File: config.mk
export PLATFORM = sky130hd
export DESIGN_NAME = apc_audio_port
export DESIGN_NICKNAME = d
export VERILOG_FILES = /design/src/rtl/apc_audio_port.v
export VERILOG_INCLUDE_DIRS = /design/src /design/src/inc
export SDC_FILE = /design/constraint.sdc
export NUM_CORES = 1
export LEC_CHECK = 0
export BUFFER_PORTS_ARGS = -buffer_cell sky130_fd_sc_hd__buf_4
export CORE_MARGIN = 5
export CORE_UTILIZATION = 60
export CTS_BUF_LIST = sky130_fd_sc_hd__clkbuf_8
export DETAILED_ROUTE_END_ITERATION = 10
export HOLD_SLACK_MARGIN = 0.05
export PLACE_DENSITY = 0.81
export SLEW_MARGIN = 25
export SYNTH_ARGS = -nofsm -noshare
export SYNTH_HDL_FRONTEND = slang
export SYNTH_SLANG_ARGS = --single-unit
File: constraint.sdc
create_clock -name clk_sys_i -period 11.4 [get_ports clk_sys_i]
set_clock_uncertainty 0.2 [all_clocks]
set_input_delay 1.71 -clock clk_sys_i [delete_from_list [all_inputs] [get_ports clk_sys_i]]
set_output_delay 1.71 -clock clk_sys_i [all_outputs]
set_load 0.05 [all_outputs]
File: src/inc/apc_defines.vh
// apc_defines.vh: register indices, field positions and reset values of the audio port block.
// assumes a byte-addressed bus where a register's byte address is four times its index.
`ifndef APC_DEFINES_VH
`define APC_DEFINES_VH

// ----------------------------------------
// register indices
// ----------------------------------------
`define APC_IDX_CTRL0 7'h18
`define APC_IDX_CTRL1 7'h19
`define APC_IDX_BCLK_DIV 7'h1A
`define APC_IDX_FRAME 7'h1B
`define APC_IDX_STATUS 7'h1C
`define APC_IDX_PATH 7'h1D

// ----------------------------------------
// field positions
// ----------------------------------------
`define APC_LOOPBACK 8
`define APC_TX_COMP 3
`define APC_TX_LAW 2
`define APC_RX_COMP 1
`define APC_RX_LAW 0
`define APC_BCLK_DIR 6
`define APC_FRAME_POL 4
`define APC_FMT_HI 1
`define APC_FMT_LO 0
`define APC_FRAME_DIR 11
`define APC_MIC_EN 0
`define APC_DAC_EN 1
`define APC_SIDETONE 2

// ----------------------------------------
// reset values, dsp format code and word length
// ----------------------------------------
`define APC_RST_CTRL0 16'h0050
`define APC_RST_CTRL1 16'h000A
`define APC_RST_BCLK_DIV 16'h0004
`define APC_RST_FRAME 16'h0040
`define APC_RST_PATH 16'h0000
`define APC_FMT_DSP 2'h3
`define APC_WORD_BITS 4'h8

`endif

File: src/rtl/apc_audio_port.v
// apc_audio_port.v: audio serial port clocking, 8-bit companding and loopback with an avalon-mm register slave.
// assumes one system clock, microphone samples arriving on that clock, and pins synchronised here.
//
// Behaviour
// - bit clock pin is input when its direction bit is 0, driven when 1.
// - frame clock pin is input when its direction bit is 0, driven when 1.
// - master clocks run only while a microphone channel or the dac is enabled.
// - in slave mode both clock outputs stay undriven by default.
// - the two direction bits act independently, allowing mixed master and slave.
// - master bit clock is system clock divided by the ratio the 5-bit code selects from a table, default 4.
// - master frame clock is bit clock divided by 11-bit rate, 8 to 2047, default 64.
// - transmit companding enabled by bit 3; bit 2 picks mu-law (0) or a-law (1).
// - receive companding enabled by bit 1; bit 0 picks mu-law (0) or a-law (1).
// - companding uses segment approximation of mu 255 and a 87.6 curves.
// - mu-law codes invert all bits; a-law codes invert even bits only.
// - the 8-bit word occupies the first eight msb positions of the slot.
// - compressor maps 13-bit (mu) or 12-bit (a) magnitude to 8 bits.
// - word holds sign in bit 7, exponent 6:4, mantissa 3:0.
// - any companding enable selects 8-bit words, frames down to 8 bit clocks.
// - dsp mode b allows back-to-back 8-bit words every 8 bit clocks with an input frame clock; a driven frame clock needs a rate of 9.
// - with both enables 0, either law bit selects uncompanded 8-bit mode.
// - loopback bit 8 routes microphone data straight into the dac path.
// - in loopback the receive serial data is ignored.
// - with sidetone on, microphone data is also summed into the dac path.
// - in dsp format polarity 0 puts msb on second bit clock edge, 1 on first.
`include "apc_defines.vh"
`timescale 1ns/1ps
`default_nettype none

module apc_audio_port #(
  parameter RATE_W = 11
) (
  input wire clk_sys_i,
  input wire rst_b_i,
  input wire [8:0] avs_address_i,
  input wire avs_read_i,
  input wire avs_write_i,
  input wire [3:0] avs_byteenable_i,
  input wire [31:0] avs_writedata_i,
  output reg [31:0] avs_readdata_o,
  output wire avs_waitrequest_o,
  input wire bclk_i,
  output reg bclk_o,
  output wire bclk_oe_o,
  input wire lrclk_i,
  output reg lrclk_o,
  output wire lrclk_oe_o,
  input wire rx_serial_data_i,
  output reg tx_serial_data_o,
  input wire [15:0] mic_sample_i,
  input wire mic_valid_i,
  output reg [15:0] dac_sample_o,
  output reg dac_valid_o
);

  // ----------------------------------------
  // functions
  // ----------------------------------------
  // twice the divide ratio, so that the 1.5 and 5.5 codes stay integral
  function [7:0] div_x2;
    input [4:0] code;
    begin
      case (code)
        5'h00: div_x2 = 8'h02;
        5'h01: div_x2 = 8'h03;
        5'h02: div_x2 = 8'h04;
        5'h03: div_x2 = 8'h06;
        5'h04: div_x2 = 8'h08;
        5'h05: div_x2 = 8'h0A;
        5'h06: div_x2 = 8'h0B;
        5'h07: div_x2 = 8'h0C;
        5'h08: div_x2 = 8'h10;
        5'h09: div_x2 = 8'h14;
        5'h0A: div_x2 = 8'h16;
        5'h0B: div_x2 = 8'h18;
        5'h0C: div_x2 = 8'h20;
        5'h0D: div_x2 = 8'h28;
        5'h0E: div_x2 = 8'h2C;
        5'h0F: div_x2 = 8'h30;
        5'h10: div_x2 = 8'h32;
        5'h11: div_x2 = 8'h3C;
        5'h12: div_x2 = 8'h40;
        5'h13: div_x2 = 8'h58;
        // codes above the table fall back to the slowest ratio
        default: div_x2 = 8'h60;
      endcase
    end
  endfunction

  function [7:0] compress;
    input [15:0] lin;
    input alaw;
    reg [15:0] mag;
    reg [12:0] m;
    reg [2:0] e;
    reg [3:0] man;
    integer i;
    begin
      mag = lin[15] ? (~lin + 16'h0001) : lin;
      // full-scale negative has no positive twin, so clip it to the largest magnitude
      if (mag[15]) mag = 16'h7FFF;
      if (alaw) begin
        m = {1'b0, mag[14:3]};
        e = 3'h0;
        for (i = 5; i <= 11; i = i + 1) begin
          if (m[i]) e = i[2:0] - 3'h4;
        end
        man = (e == 3'h0) ? m[4:1] : m[e +: 4];
        compress = {~lin[15], e, man} ^ 8'h55;
      end else begin
        m = (mag[14:2] > 13'h1FDE) ? 13'h1FFF : mag[14:2] + 13'h0021;
        e = 3'h0;
        for (i = 6; i <= 12; i = i + 1) begin
          if (m[i]) e = i[2:0] - 3'h5;
        end
        man = m[{1'b0, e} + 4'h1 +: 4];
        compress = ~{lin[15], e, man};
      end
    end
  endfunction

  function [15:0] expand;
    input [7:0] code;
    input alaw;
    reg [7:0] c;
    reg [13:0] mag;
    begin
      if (alaw) begin
        c = code ^ 8'h55;
        // both laws rebuild the middle of the segment step, except a-law segment 0 which gives its lower end, then scale up to the 16-bit sample
        if (c[6:4] != 3'h0) mag = ({9'h000, 1'b1, c[3:0]} << c[6:4]) | ({13'h0000, 1'b1} << (c[6:4] - 3'h1));
        else mag = {8'h00, c[3:0], 2'h1} >> 1;
        expand = c[7] ? {1'b0, mag[11:0], 3'h0} : (~{1'b0, mag[11:0], 3'h0} + 16'h0001);
      end else begin
        c = ~code;
        mag = (({9'h000, 1'b1, c[3:0]} << ({1'b0, c[6:4]} + 4'h1)) | ({13'h0000, 1'b1} << c[6:4])) - 14'h0021;
        expand = c[7] ? (~{1'b0, mag[12:0], 2'h0} + 16'h0001) : {1'b0, mag[12:0], 2'h0};
      end
    end
  endfunction

  // ----------------------------------------
  // register slave
  // ----------------------------------------
  reg [15:0] ctrl0_q;
  reg [15:0] ctrl1_q;
  reg [15:0] bclk_div_q;
  reg [15:0] frame_q;
  reg [15:0] path_q;
  reg ack_q;
  reg [7:0] rx_byte_q;
  wire req = avs_read_i | avs_write_i;
  wire [6:0] idx = avs_address_i[8:2];
  // a write lands on the edge that ends the cycle after its single wait cycle
  wire do_wr = avs_write_i & ack_q;
  wire [15:0] wmask = {{8{avs_byteenable_i[1]}}, {8{avs_byteenable_i[0]}}};
  wire [15:0] wval = avs_writedata_i[15:0];
  wire eight_bit = ctrl0_q[`APC_TX_COMP] | ctrl0_q[`APC_RX_COMP] |
    ctrl0_q[`APC_TX_LAW] | ctrl0_q[`APC_RX_LAW];
  wire clk_run;
  reg [15:0] status;

  // one wait cycle per access keeps the read mux out of the bus path
  assign avs_waitrequest_o = req & ~ack_q;

  // status is read-only and echoes the last received word for software
  always @* begin
    status = {rx_byte_q, 6'h00, eight_bit, clk_run};
  end

  always @(posedge clk_sys_i) begin
    if (!rst_b_i) begin
      ack_q <= 1'b0;
      avs_readdata_o <= 32'h00000000;
      ctrl0_q <= `APC_RST_CTRL0;
      ctrl1_q <= `APC_RST_CTRL1;
      bclk_div_q <= `APC_RST_BCLK_DIV;
      frame_q <= `APC_RST_FRAME;
      path_q <= `APC_RST_PATH;
    end else begin
      ack_q <= req & ~ack_q;
      if (req & ~ack_q) begin
        case (idx)
          `APC_IDX_CTRL0: avs_readdata_o <= {16'h0000, ctrl0_q};
          `APC_IDX_CTRL1: avs_readdata_o <= {16'h0000, ctrl1_q};
          `APC_IDX_BCLK_DIV: avs_readdata_o <= {16'h0000, bclk_div_q};
          `APC_IDX_FRAME: avs_readdata_o <= {16'h0000, frame_q};
          `APC_IDX_STATUS: avs_readdata_o <= {16'h0000, status};
          `APC_IDX_PATH: avs_readdata_o <= {16'h0000, path_q};
          default: avs_readdata_o <= 32'h00000000;
        endcase
      end
      // reserved bits are masked off so they always read back as zero
      if (do_wr) begin
        case (idx)
          `APC_IDX_CTRL0: ctrl0_q <= (ctrl0_q & ~wmask) | (wval & wmask & 16'h01FF);
          `APC_IDX_CTRL1: ctrl1_q <= (ctrl1_q & ~wmask) | (wval & wmask & 16'h3FDF);
          `APC_IDX_BCLK_DIV: bclk_div_q <= (bclk_div_q & ~wmask) | (wval & wmask & 16'h001F);
          `APC_IDX_FRAME: frame_q <= (frame_q & ~wmask) | (wval & wmask & 16'h0FFF);
          `APC_IDX_PATH: path_q <= (path_q & ~wmask) | (wval & wmask & 16'h0007);
          default: ;
        endcase
      end
    end
  end

  // ----------------------------------------
  // pin synchronisers
  // ----------------------------------------
  // the third stage feeds only the edge detectors; only the second stage reads the first
  reg [2:0] bclk_s_q;
  reg [2:0] lrclk_s_q;
  reg [1:0] rxd_s_q;
  always @(posedge clk_sys_i) begin
    if (!rst_b_i) begin
      bclk_s_q <= 3'h0;
      lrclk_s_q <= 3'h0;
      rxd_s_q <= 2'h0;
    end else begin
      bclk_s_q <= {bclk_s_q[1:0], bclk_i};
      lrclk_s_q <= {lrclk_s_q[1:0], lrclk_i};
      rxd_s_q <= {rxd_s_q[0], rx_serial_data_i};
    end
  end

  // ----------------------------------------
  // bit clock generation
  // ----------------------------------------
  // each direction bit alone picks its pin, so mixed master and slave needs no mode of its own
  wire bclk_out = ctrl1_q[`APC_BCLK_DIR];
  wire lrclk_out = frame_q[`APC_FRAME_DIR];
  assign bclk_oe_o = bclk_out;
  assign lrclk_oe_o = lrclk_out;
  assign clk_run = path_q[`APC_MIC_EN] | path_q[`APC_DAC_EN];

  // toggles average 4/(2*ratio) per cycle; ratios under 2 saturate at one toggle a cycle
  reg [7:0] acc_q;
  reg [7:0] acc_d;
  reg tog;
  wire [7:0] t2 = div_x2(bclk_div_q[4:0]);
  always @* begin
    acc_d = acc_q + 8'h04;
    tog = 1'b0;
    if (acc_d >= t2) begin
      acc_d = acc_d - t2;
      tog = 1'b1;
    end
    // a code change can leave the residue past the new limit, so clear it rather than wrap
    if (acc_d >= t2) acc_d = 8'h00;
  end

  always @(posedge clk_sys_i) begin
    if (!rst_b_i) begin
      acc_q <= 8'h00;
      bclk_o <= 1'b0;
    end else if (clk_run) begin
      acc_q <= acc_d;
      if (tog) bclk_o <= ~bclk_o;
    end else begin
      acc_q <= 8'h00;
      bclk_o <= 1'b0;
    end
  end

  // internal edges when driving, synchronised pin edges when listening
  wire int_rise = clk_run & tog & ~bclk_o;
  wire int_fall = clk_run & tog & bclk_o;
  wire bit_rise = bclk_out ? int_rise : (bclk_s_q[1] & ~bclk_s_q[2]);
  wire bit_fall = bclk_out ? int_fall : (~bclk_s_q[1] & bclk_s_q[2]);

  // ----------------------------------------
  // frame clock generation
  // ----------------------------------------
  reg [RATE_W-1:0] fcnt_q;
  // rates under the minimum of 8 are clamped rather than left to run a short frame
  wire [RATE_W-1:0] rate = (frame_q[RATE_W-1:0] < 11'd8) ? 11'd8 : frame_q[RATE_W-1:0];
  wire dsp = (ctrl1_q[`APC_FMT_HI:`APC_FMT_LO] == `APC_FMT_DSP);
  wire frame_start = lrclk_out ? (bit_rise & (fcnt_q == rate - 11'd1)) :
    (lrclk_s_q[1] & ~lrclk_s_q[2]);

  always @(posedge clk_sys_i) begin
    if (!rst_b_i) begin
      fcnt_q <= {RATE_W{1'b0}};
      lrclk_o <= 1'b0;
    end else if (!clk_run) begin
      fcnt_q <= {RATE_W{1'b0}};
      lrclk_o <= 1'b0;
    end else if (bit_rise) begin
      fcnt_q <= (fcnt_q >= rate - 11'd1) ? {RATE_W{1'b0}} : fcnt_q + 11'd1;
      if (dsp) lrclk_o <= (fcnt_q >= rate - 11'd1);
      else lrclk_o <= (fcnt_q >= rate - 11'd1) | (fcnt_q < (rate >> 1) - 11'd1);
    end
  end

  // ----------------------------------------
  // serial slot, 8-bit words
  // ----------------------------------------
  // bits_q counts the slot: 0 idle, otherwise bit positions still owed
  reg [3:0] bits_q;
  reg skip_q;
  reg [7:0] rx_sh_q;
  reg [7:0] tx_sh_q;
  reg rx_done_q;
  // tx moves on the falling edge so the far side samples a settled bit on its rising one
  wire [7:0] tx_word = ctrl0_q[`APC_TX_COMP] ?
    compress(mic_sample_i, ctrl0_q[`APC_TX_LAW]) : mic_sample_i[15:8];
  wire mode_b = ctrl1_q[`APC_FRAME_POL];

  always @(posedge clk_sys_i) begin
    if (!rst_b_i) begin
      bits_q <= 4'h0;
      skip_q <= 1'b0;
      rx_sh_q <= 8'h00;
      tx_sh_q <= 8'h00;
      rx_done_q <= 1'b0;
      rx_byte_q <= 8'h00;
      tx_serial_data_o <= 1'b0;
    end else begin
      rx_done_q <= 1'b0;
      if (frame_start & eight_bit) begin
        // mode b takes the msb on the first rising edge, mode a on the second
        bits_q <= `APC_WORD_BITS;
        skip_q <= dsp & ~mode_b;
        tx_sh_q <= tx_word;
        tx_serial_data_o <= tx_word[7];
      end else if (bit_rise & (bits_q != 4'h0)) begin
        if (skip_q) skip_q <= 1'b0;
        else begin
          rx_sh_q <= {rx_sh_q[6:0], rxd_s_q[1]};
          bits_q <= bits_q - 4'h1;
          if (bits_q == 4'h1) begin
            rx_done_q <= 1'b1;
            rx_byte_q <= {rx_sh_q[6:0], rxd_s_q[1]};
          end
        end
      end else if (bit_fall & (bits_q != 4'h0) & ~skip_q & (bits_q != `APC_WORD_BITS)) begin
        tx_sh_q <= {tx_sh_q[6:0], 1'b0};
        tx_serial_data_o <= tx_sh_q[6];
      end
    end
  end

  // ----------------------------------------
  // dac path
  // ----------------------------------------
  wire loopback = ctrl0_q[`APC_LOOPBACK];
  wire sidetone = path_q[`APC_SIDETONE];
  wire [15:0] rx_lin = ctrl0_q[`APC_RX_COMP] ?
    expand(rx_byte_q, ctrl0_q[`APC_RX_LAW]) : {rx_byte_q, 8'h00};
  wire [15:0] base = loopback ? mic_sample_i : rx_lin;
  wire [16:0] sum = {base[15], base} + {mic_sample_i[15], mic_sample_i};
  // summing saturates instead of wrapping, a wrap would be a full-scale click
  wire [15:0] mixed = (sum[16] != sum[15]) ? (sum[16] ? 16'h8000 : 16'h7FFF) : sum[15:0];
  // loopback takes the microphone strobe, otherwise each finished receive word
  wire take = loopback ? mic_valid_i : rx_done_q;
  wire take_d = sidetone & ~loopback ? rx_done_q : take;

  always @(posedge clk_sys_i) begin
    if (!rst_b_i) begin
      dac_sample_o <= 16'h0000;
      dac_valid_o <= 1'b0;
    end else begin
      dac_valid_o <= take_d & path_q[`APC_DAC_EN];
      if (take_d) dac_sample_o <= sidetone ? mixed : base;
    end
  end

endmodule
`default_nettype wire

==> results of run 1 <==
==> metrics by stage <==
step,total power [mW],setup slack [ns],cell area (um^2),utilization,hold WS (ns)
after floorplan,0.777,4.38,13000,-,0.210
after global placement,0.820,3.79,13500,0.642,0.214
after detailed placement,0.823,3.71,13500,0.642,0.226
after CTS,1.28,3.63,14000,0.663,0.253
after global routing,1.33,2.97,14000,0.663,0.280
final,1.28,3.59,14000,0.663,0.251
==> critical path, delay by kind of cell, from the launching register on <==
| kind | cells | cell delay, ns |
|---|---|---|
| AO/OA/AOI/OAI | 11 | 2.22 |
| multiplexers | 3 | 1.09 |
| adder cells (fa/ha/maj) | 3 | 1.21 |
| AND/OR/NAND/NOR | 4 | 1.33 |
| XOR/XNOR | 2 | 0.51 |
| flip-flops | 1 | 0.82 |
| buffers and inverters | 2 | 0.31 |
==> final timing paths <==
path | end | slack, ns | start
worst max-delay path | dac_sample_o[8] | 3.59 | rx_byte_q[5]
worst min-delay path | lrclk_s_q[2] | 0.25 | lrclk_s_q[1]
worst max register to register | dac_sample_o[8] | 3.59 | rx_byte_q[5]
worst min register to register | lrclk_s_q[2] | 0.25 | lrclk_s_q[1]
==> logic make-up (layout without fill, tap and decap cells) <==
logic type,Yosys count,in the layout,synth area share
AO/OA/AOI/OAI,461,461,0.244
adder cells (fa/ha/maj),76,76,0.0742
XOR/XNOR,84,84,0.0575
buffers and inverters,173,183,0.0565
AND/OR/NAND/NOR,645,645,0.246
multiplexers,52,52,0.0436
other,2,18,0.000581
flip-flops,179,179,0.277
==> cell type report <==
type / count / share of cell area
clock buffers: 17 / 0.0167
clock inverters: 15 / 0.0153
inverters: 53 / 0.0142
multi-input cells: 1336 / 0.620
flip-flops and latches: 179 / 0.256
well taps: 275 / 0.0246
repair buffers: 98 / 0.0526
==> power by group through the flow <==
| stage | clock, mW | combinational (mW) | sequential (mW) |
|---|---|---|---|
| after floorplan | 0 | 0.123 | 0.654 |
| after detailed placement | 0 | 0.177 | 0.646 |
| after global routing | 0.498 | 0.194 | 0.632 |
| after CTS | 0.470 | 0.178 | 0.632 |
| after global placement | 0 | 0.174 | 0.646 |
| final | 0.463 | 0.182 | 0.632 |
==> cell usage after synthesis, drive strengths merged (36+ instances only) <==
cell / count / share of area
a21oi: 129 / 0.050
and2: 41 / 0.020
and3: 36 / 0.017
clkbuf: 88 / 0.026
dfxtp: 179 / 0.28
ha: 75 / 0.073
inv: 50 / 0.015
mux2i: 39 / 0.030
nand2: 209 / 0.061
nand3: 51 / 0.020
nor2: 147 / 0.043
o21ai: 87 / 0.034
xnor2: 42 / 0.028
xor2: 42 / 0.029
==> placed cells by master, fill, tap and decap left out, types with 42 or more instances in the layout <==
master,instances
a21oi_1,129
o21ai_0,82
buf_4,98
inv_1,49
nand2_1,209
ha_1,75
nand3_1,50
dfxtp_1,179
nor2_1,146
xnor2_1,42
==> layer usage <==
metal / part of all wire / up-vias / global-route usage / wire, um
met2: 0.47 / 507 / 0.474 / 16700
met3: 0.070 / 87 / 0.0379 / 2460
met5: 0 / - / 0 / 0
met4: 0.027 / 0 / 0.0905 / 956
met1: 0.43 / 5937 / 0.376 / 15200
li1: - / 6054 / - / -
==> flow_summary.yaml, run 1 <==
cells_and_area:
  multi_input_area_um2: 8680
  diodes: 0
  final_cells: 1973
  seq_area_um2: 3580
  drive_gt1_frac: 0.115
  nNetsFinal: 1830
  syn2layout_area_growth_pct: 8.26
  filler_cell_count: 1808
clock_tree:
  cts_max_path_buffers: 2
  cts_max_level: 4
  holdBufCountCts: 0
  cts_setup_buffers: 0
  cts_root_buf: "clkbuf_8"
  cts-resized-gates: 0
  numCtsBuffers: 17
  path_clk_slew_ns: 0.11
  cts_tree: "done"
  clock_latency_ns: 0.48
  cts_sinks: 179
sta:
  setup_viol: 0
  max_slew_margin: 0.365
  finalCriticalPeriod_ns: 7.81
  setup_tns_ns: 0
  max_freq_ghz: 0.128
  finalHoldViolCount: 0
  finalCritPeriodShare: 0.685
  worstMarginPinSlew_ns: 0.940
  rsz0062_at_grt: "no"
  finalMaxSlewViolations: 0
pwr:
  clkPwrFrac: 0.363
  seqPwrFrac: 0.495
  p_leak_nw: 5.73
  swShare: 0.321
  switching_power_mw: 0.410
  peakVddDrop_mv: 0.0742
  internal-power_mw: 0.867
  power_density_nw_per_um2: 91.3
  combinationalPowerShare: 0.142
routing:
  wirelength_um: 35300
  drtPass1Iterations: 8
  wire_per_inst_um: 17.9
  ant_nets: 0
  routed-via-count: 12600
  first_iter_violations: 1231
  drc_errors: 0
  viasPerCell: 6.38
synth:
  syn_area_per_cell_um2: 7.73
  synth_edf_count: 0
  synth_warnings: 0
  async_flop_share: 0
  synth-seq-cells: 179
  ys_seq_area_frac: 0.277
  synth_cells: 1672
  synthFlopType: "dfxtp_1"
  ys_types: 101
  syn_area_um2: 12900
placement:
  dpl.hpwl_um: 26000
  io_buffers: 85
  gp_congestion: 0.939
  dp_cells: 1941
critical_path:
  ff2ff_path_depth: 25
  critPathArrivalTime_ns: 7.99
  max_stage_delay_ns: 0.82
  crit_path_top_delay_cell: "dfxtp_1"
  path_class: "reg -> reg"
  cp.required_ns: 11.58
  critPathMaxFanout: 19
  crit_path_start_kind: "register"
  cpMostUsedCell: "ha_1"
  end_kind: "register"
floorplanning:
  io_pins: 124
  die_w_um: 157
  core_um2: 21100
  die_h_um: 157
  start_util: 0.613
  die_area_um2: 24600
  row_count: 53
global_route:
  grt_pass1_wl_um: 57900
  first_global_vias: 11900
  grt_overflow: 0
  grt_max_degree: 77
  grt_antenna_before_repair: 0
  grtUsageTotal: 0.282
job:
  drv_cap: 0
status:
  outcome: "finished, final reports clean"
hold_path:
  min_path_type: "reg -> reg"
  min_path_cells: 2
Note: power is estimated with default switching activity, not from simulation.
==> run 2: changes to the inputs <==
- ABC_AREA: not set -> 1
- CORE_UTILIZATION: 60 -> 56
- PLACE_DENSITY: 0.81 -> 0.79
- clock period: 11.4 -> 6.56 ns (I/O delays scaled with it)
==> run 2 against run 1 <==
Die area up 7.1%. Final cell count up 20%. Register-to-register slack worse by 2.9 ns. Power up 73%. Worst setup slack worse by 2.9 ns. Cell area up 1.2%. Fmax up 33%. Via count up 7.3%. Critical path depth up 15.
==> flow_summary.yaml, run 2 <==
cells_and_area:
  mostFrequentLayoutCell: "nand2_1"
  final_cell_area_um2: 14100
  filler_cell_count: 2201
  layout_common_cells: "nand2_1, inv_1, nor2_1"
  diodes: 0
  syn2layout_area_growth_pct: 9.09
  drive_gt1_frac: 0.102
  final_cells: 2375
  post-route-util: 0.623
  nNetsFinal: 2222
critical_path:
  critPathMaxFanout: 15
  crit_path_start_kind: "register"
  path_class: "reg -> reg"
  regToRegStartpoint: "rx_byte_q[5]"
  cp.required_ns: 6.68
  crit_path_top_delay_cell: "dfxtp_1"
  startpoint: "rx_byte_q[5]"
  end_kind: "register"
  cpMostUsedCell: "nand2_1"
  critPathArrivalTime_ns: 5.98
  max_stage_delay_ns: 0.36
clock_tree:
  clock_latency_ns: 0.47
  cts_max_level: 4
  cts_max_path_buffers: 2
  cts_sinks: 179
  path_clk_slew_ns: 0.09
  cts_root_buf: "clkbuf_8"
  numCtsBuffers: 17
  cts_tree: "done"
  cts_setup_buffers: 0
sta:
  worstMarginPinSlew_ns: 0.980
  max_freq_ghz: 0.171
  hold_ws_ns: 0.230
  setup_viol: 0
  max_slew_margin: 0.346
  finalHoldViolCount: 0
  finalCritPeriodShare: 0.893
  finalWorstSetupSlack_ns: 0.700
  finalCriticalPeriod_ns: 5.86
  setup_tns_ns: 0
  finalMaxSlewViolations: 0
routing:
  first_iter_violations: 1073
  wire_per_inst_um: 15.2
  drc_errors: 0
  wirelength_um: 36200
  viasPerCell: 5.69
  routed-via-count: 13500
  ant_nets: 0
  drtPass1Iterations: 5
job:
  drv_cap: 0
synth:
  syn_area_um2: 13000
  synthFlopType: "dfxtp_1"
  synth.area.top_cells: "dfxtp_1, nand2_1, inv_1, ha_1, a21oi_1"
  synth_commonest_cells: "nand2_1, inv_1, nor2_1"
  muxShareOfSynthArea: 0
  synth_edf_count: 0
  synth_most_common_cell: "nand2_1"
  ys_types: 61
  synth_top_family_by_area: "simple AND/OR/NAND/NOR gates"
  yosys.area.top_type: "dfxtp_1"
  synth-seq-cells: 179
  yosys.area_share.adder: 0.0739
  yosys.area_share.simple: 0.321
  synth_cells: 2024
  synthXorXnorAreaFrac: 0.0270
  synth_compound_area_frac: 0.189
  synth_warnings: 0
  syn_area_per_cell_um2: 6.41
  ys_seq_area_frac: 0.276
  netlist.area_leader.share: 0.276
  async_flop_share: 0
placement:
  io_buffers: 85
  gp_congestion: 0.929
  dp_cells: 2343
  dpl.hpwl_um: 27900
  placed_cell_area_um2: 13700
  post-place-ws_ns: 0.517
floorplanning:
  core_um2: 22700
  die_w_um: 162
  start_util: 0.571
  die_h_um: 162
  die_area_um2: 26300
  row_count: 55
  io_pins: 124
hold_path:
  worstHoldStart: "rxd_s_q[0]"
  min_path_type: "reg -> reg"
global_route:
  grt_max_degree: 79
  first_global_vias: 12200
  grt_overflow: 0
  grtUsageTotal: 0.268
  grt_antenna_before_repair: 0
  grt_pass1_wl_um: 58700
pwr:
  clkPwrFrac: 0.354
  p_leak_nw: 6.64
  power_density_nw_per_um2: 156
  total_power_mw: 2.21
  swShare: 0.311
  seqPwrFrac: 0.497
  switching_power_mw: 0.687
  combinationalPowerShare: 0.150
  peakVddDrop_mv: 0.117
  internal-power_mw: 1.52
status:
  outcome: "finished, final reports clean"
-- run 2: routing by layer --
metal,wire [um],GRT usage
met1,15600,0.354
met2,17000,0.449
met3,2730,0.0419
met4,914,0.0888
met5,0,0
-- run 2: repair_timing --
action,CTS,global route
endpoints found under the setup margin,0,15
hold buffers,0,0
resized for setup,0,7
-- run 2: power groups by stage --
stage	sequential, mW	combinational (mW)	clock (mW)
global route	1.10	0.364	0.838
global placement	1.12	0.322	0
CTS	1.10	0.327	0.791
detailed placement	1.12	0.326	0
floorplan	1.14	0.230	0
finish	1.10	0.331	0.782
-- run 2: final timing paths --
check                                       end  slack (ns)  depth (start not counted)
worst max-delay path            dac_sample_o[9]        0.70                         40
worst min-delay path                 rxd_s_q[1]        0.23                          2
worst max register to register  dac_sample_o[9]        0.70                         40
worst min register to register       rxd_s_q[1]        0.23                          2
-- run 2: layout make-up --
class,instances,area (um^2),area share
Timing Repair Buffer,96,721,0.0509
Inverter,282,1060,0.0752
Multi-Input combinational cell,1501,8020,0.566
Clock inverter,14,163,0.0115
Clock buffer,18,248,0.0175
Tap cell,285,357,0.0252
Sequential cell,179,3580,0.253
-- run 2: critical path, delay by kind of cell (launching register included) --
family | cells | cell delay [ns]
compound gates | 8 | 0.90
xor+xnor | 1 | 0.32
fa+ha+maj | 4 | 1.13
buf+inv | 6 | 0.51
flops | 1 | 0.36
simple gates | 21 | 2.30
-- run 2: cells by family (layout without fill, tap and decap cells) --
logic type / count (synthesis) / after routing
adders and majority gates: 76 / 76
xor gates and xnor gates: 40 / 40
buffers and inverters: 360 / 410
AOI/OAI and AO/OA: 432 / 432
DFF: 179 / 179
other: 2 / 18
and+or+nand+nor: 935 / 935
==> run 3: changes to the inputs <==
- ABC_AREA: 1 -> not set
- CORE_UTILIZATION: 56 -> 60
- PLACE_DENSITY: 0.79 -> 0.81
- clock period: 6.56 -> 6.31 ns (I/O delays scaled with it)
==> run 3 against run 2 <==
Critical path type unchanged. Critical path depth shrank 14. Count of clock-buffer cells in the layout fell by 1. Final cell count down 16%. Worst setup slack got worse by 0.53 ns. Highest routed layer unchanged. Non-clock buffer count increased by 35. Power grew 4.9%. Fmax is 4.6% lower.
==> flow_summary.yaml, run 3 (synthesis gave the netlist of run 1 again) <==
status:
  outcome: "finished, final reports clean"
routing:
  ant_nets: 0
  wire_per_inst_um: 18.0
  drc_errors: 0
  viasPerCell: 6.32
  first_iter_violations: 1051
  wirelength_um: 36000
  routed-via-count: 12700
  drtPass1Iterations: 7
pwr:
  seqPwrFrac: 0.492
  peakVddDrop_mv: 0.182
  total_power_mw: 2.32
  p_leak_nw: 5.92
  combinationalPowerShare: 0.143
  power_density_nw_per_um2: 161
  swShare: 0.323
  internal-power_mw: 1.57
  switching_power_mw: 0.749
  clkPwrFrac: 0.365
cells_and_area:
  final_cell_area_um2: 14400
  post-route-util: 0.681
  final_cells: 2006
  syn2layout_area_growth_pct: 11.2
  mostFrequentLayoutCell: "nand2_1"
  drive_gt1_frac: 0.143
  nNetsFinal: 1863
  layout_common_cells: "nand2_1, dfxtp_1, nor2_1"
  diodes: 0
critical_path:
  critPathArrivalTime_ns: 6.31
  cp.required_ns: 6.47
  end_kind: "register"
  cp_num_buf_inv: 4
  crit_path_top_delay_cell: "or4_4"
  path_class: "reg -> reg"
  crit_family: "compound AO/OA/AOI/OAI gates"
  crit_path_start_kind: "register"
  max_stage_delay_ns: 0.56
  critPathMaxFanout: 12
floorplanning:
  row_count: 53
  die_area_um2: 24600
  core_um2: 21100
  die_h_um: 157
  start_util: 0.613
  io_pins: 124
  die_w_um: 157
clock_tree:
  cts_root_buf: "clkbuf_8"
  cts_tree: "done"
  cts_max_level: 4
  cts_sinks: 179
  numCtsBuffers: 17
  path_clk_slew_ns: 0.11
  cts_max_path_buffers: 2
  clock_latency_ns: 0.49
job:
  drv_cap: 0
placement:
  io_buffers: 85
  gp_congestion: 0.990
  dp_cells: 1968
  dpl.hpwl_um: 26400
  placed_cell_area_um2: 13800
sta:
  max_slew_margin: 0.371
  finalHoldViolCount: 0
  finalCritPeriodShare: 0.974
  max_freq_ghz: 0.163
  finalCriticalPeriod_ns: 6.14
  worstMarginPinSlew_ns: 0.940
  setup_viol: 0
  hold_ws_ns: 0.246
  finalMaxSlewViolations: 0
global_route:
  grt_overflow: 0
  grt_max_degree: 62
  first_global_vias: 11700
  grt_antenna_before_repair: 0
  grt_pass1_wl_um: 57600
  grtUsageTotal: 0.282
hold_path:
  min_path_type: "reg -> reg"
run 3: cell types whose count changed in the layout (fill, tap and decap cells not counted), sizes merged, moves of 27 or more:
| cell | previous run | this run |
|---|---|---|
| and2 | 2 | 41 |
| a21oi | 171 | 129 |
| buf | 96 | 131 |
| and3 | 0 | 36 |
| inv | 287 | 59 |
| nand3 | 149 | 51 |
| mux2i | 0 | 39 |
| xnor2 | 8 | 42 |
| nor2 | 215 | 147 |
| a31oi | 3 | 30 |
| o21ai | 169 | 87 |
| nand2 | 460 | 209 |
run 3: power by group through the flow:
| stage | combinational (mW) | sequential, mW | clock, mW |
|---|---|---|---|
| 2_1_floorplan | 0.223 | 1.18 | 0 |
| 3_3_place_gp | 0.316 | 1.17 | 0 |
| 3_5_place_dp | 0.321 | 1.17 | 0 |
| 4_1_cts | 0.323 | 1.14 | 0.854 |
| 5_1_grt | 0.356 | 1.14 | 0.904 |
| 6_report | 0.331 | 1.14 | 0.847 |
run 3: layout make-up:
type                       count  area, um^2
clock buffer                  17         234
clock inverter                15         211
fill                        1770        6720
inverter                      53         201
multi-input combinational   1336        8800
sequential                   179        3590
tap                          275         344
timing repair buffer         131         987
run 3: through the flow:
step | setup TNS [ns] | worst slack, ns
after floorplan | -0.0340 | -0.0137
after global placement | 0 | 0.0610
after detailed placement | -0.0258 | -0.0258
after CTS | 0 | 0.00743
after global routing | -0.0778 | -0.0281
final | 0 | 0.167
run 3: per-layer routing:
| layer | vias to the layer above | track usage | wire length, um |
|---|---|---|---|
| li1 | 6132 | - | - |
| met1 | 5954 | 0.373 | 15200 |
| met2 | 512 | 0.483 | 17400 |
| met3 | 80 | 0.0376 | 2580 |
| met4 | 0 | 0.0810 | 846 |
| met5 | - | 0 | 0 |
run 3: worst paths after layout:
| kind | slack (ns) | start | end | depth (start not counted) |
|---|---|---|---|---|
| setup reg to reg | 0.17 | rx_byte_q[4] | dac_sample_o[13] | 26 |
| hold reg to reg | 0.25 | rxd_s_q[0] | rxd_s_q[1] | 1 |
| setup / recovery | 0.17 | rx_byte_q[4] | dac_sample_o[13] | 26 |
| hold / removal | 0.25 | rxd_s_q[0] | rxd_s_q[1] | 1 |
run 3: repair_timing:
item / CTS / global route
cloned: 0 / 0
gates resized for setup: 0 / 18
setup buffers: 1 / 5
setup endpoints to repair: 4 / 15
pin swaps: 2 / 9
hold buffers: 0 / 0
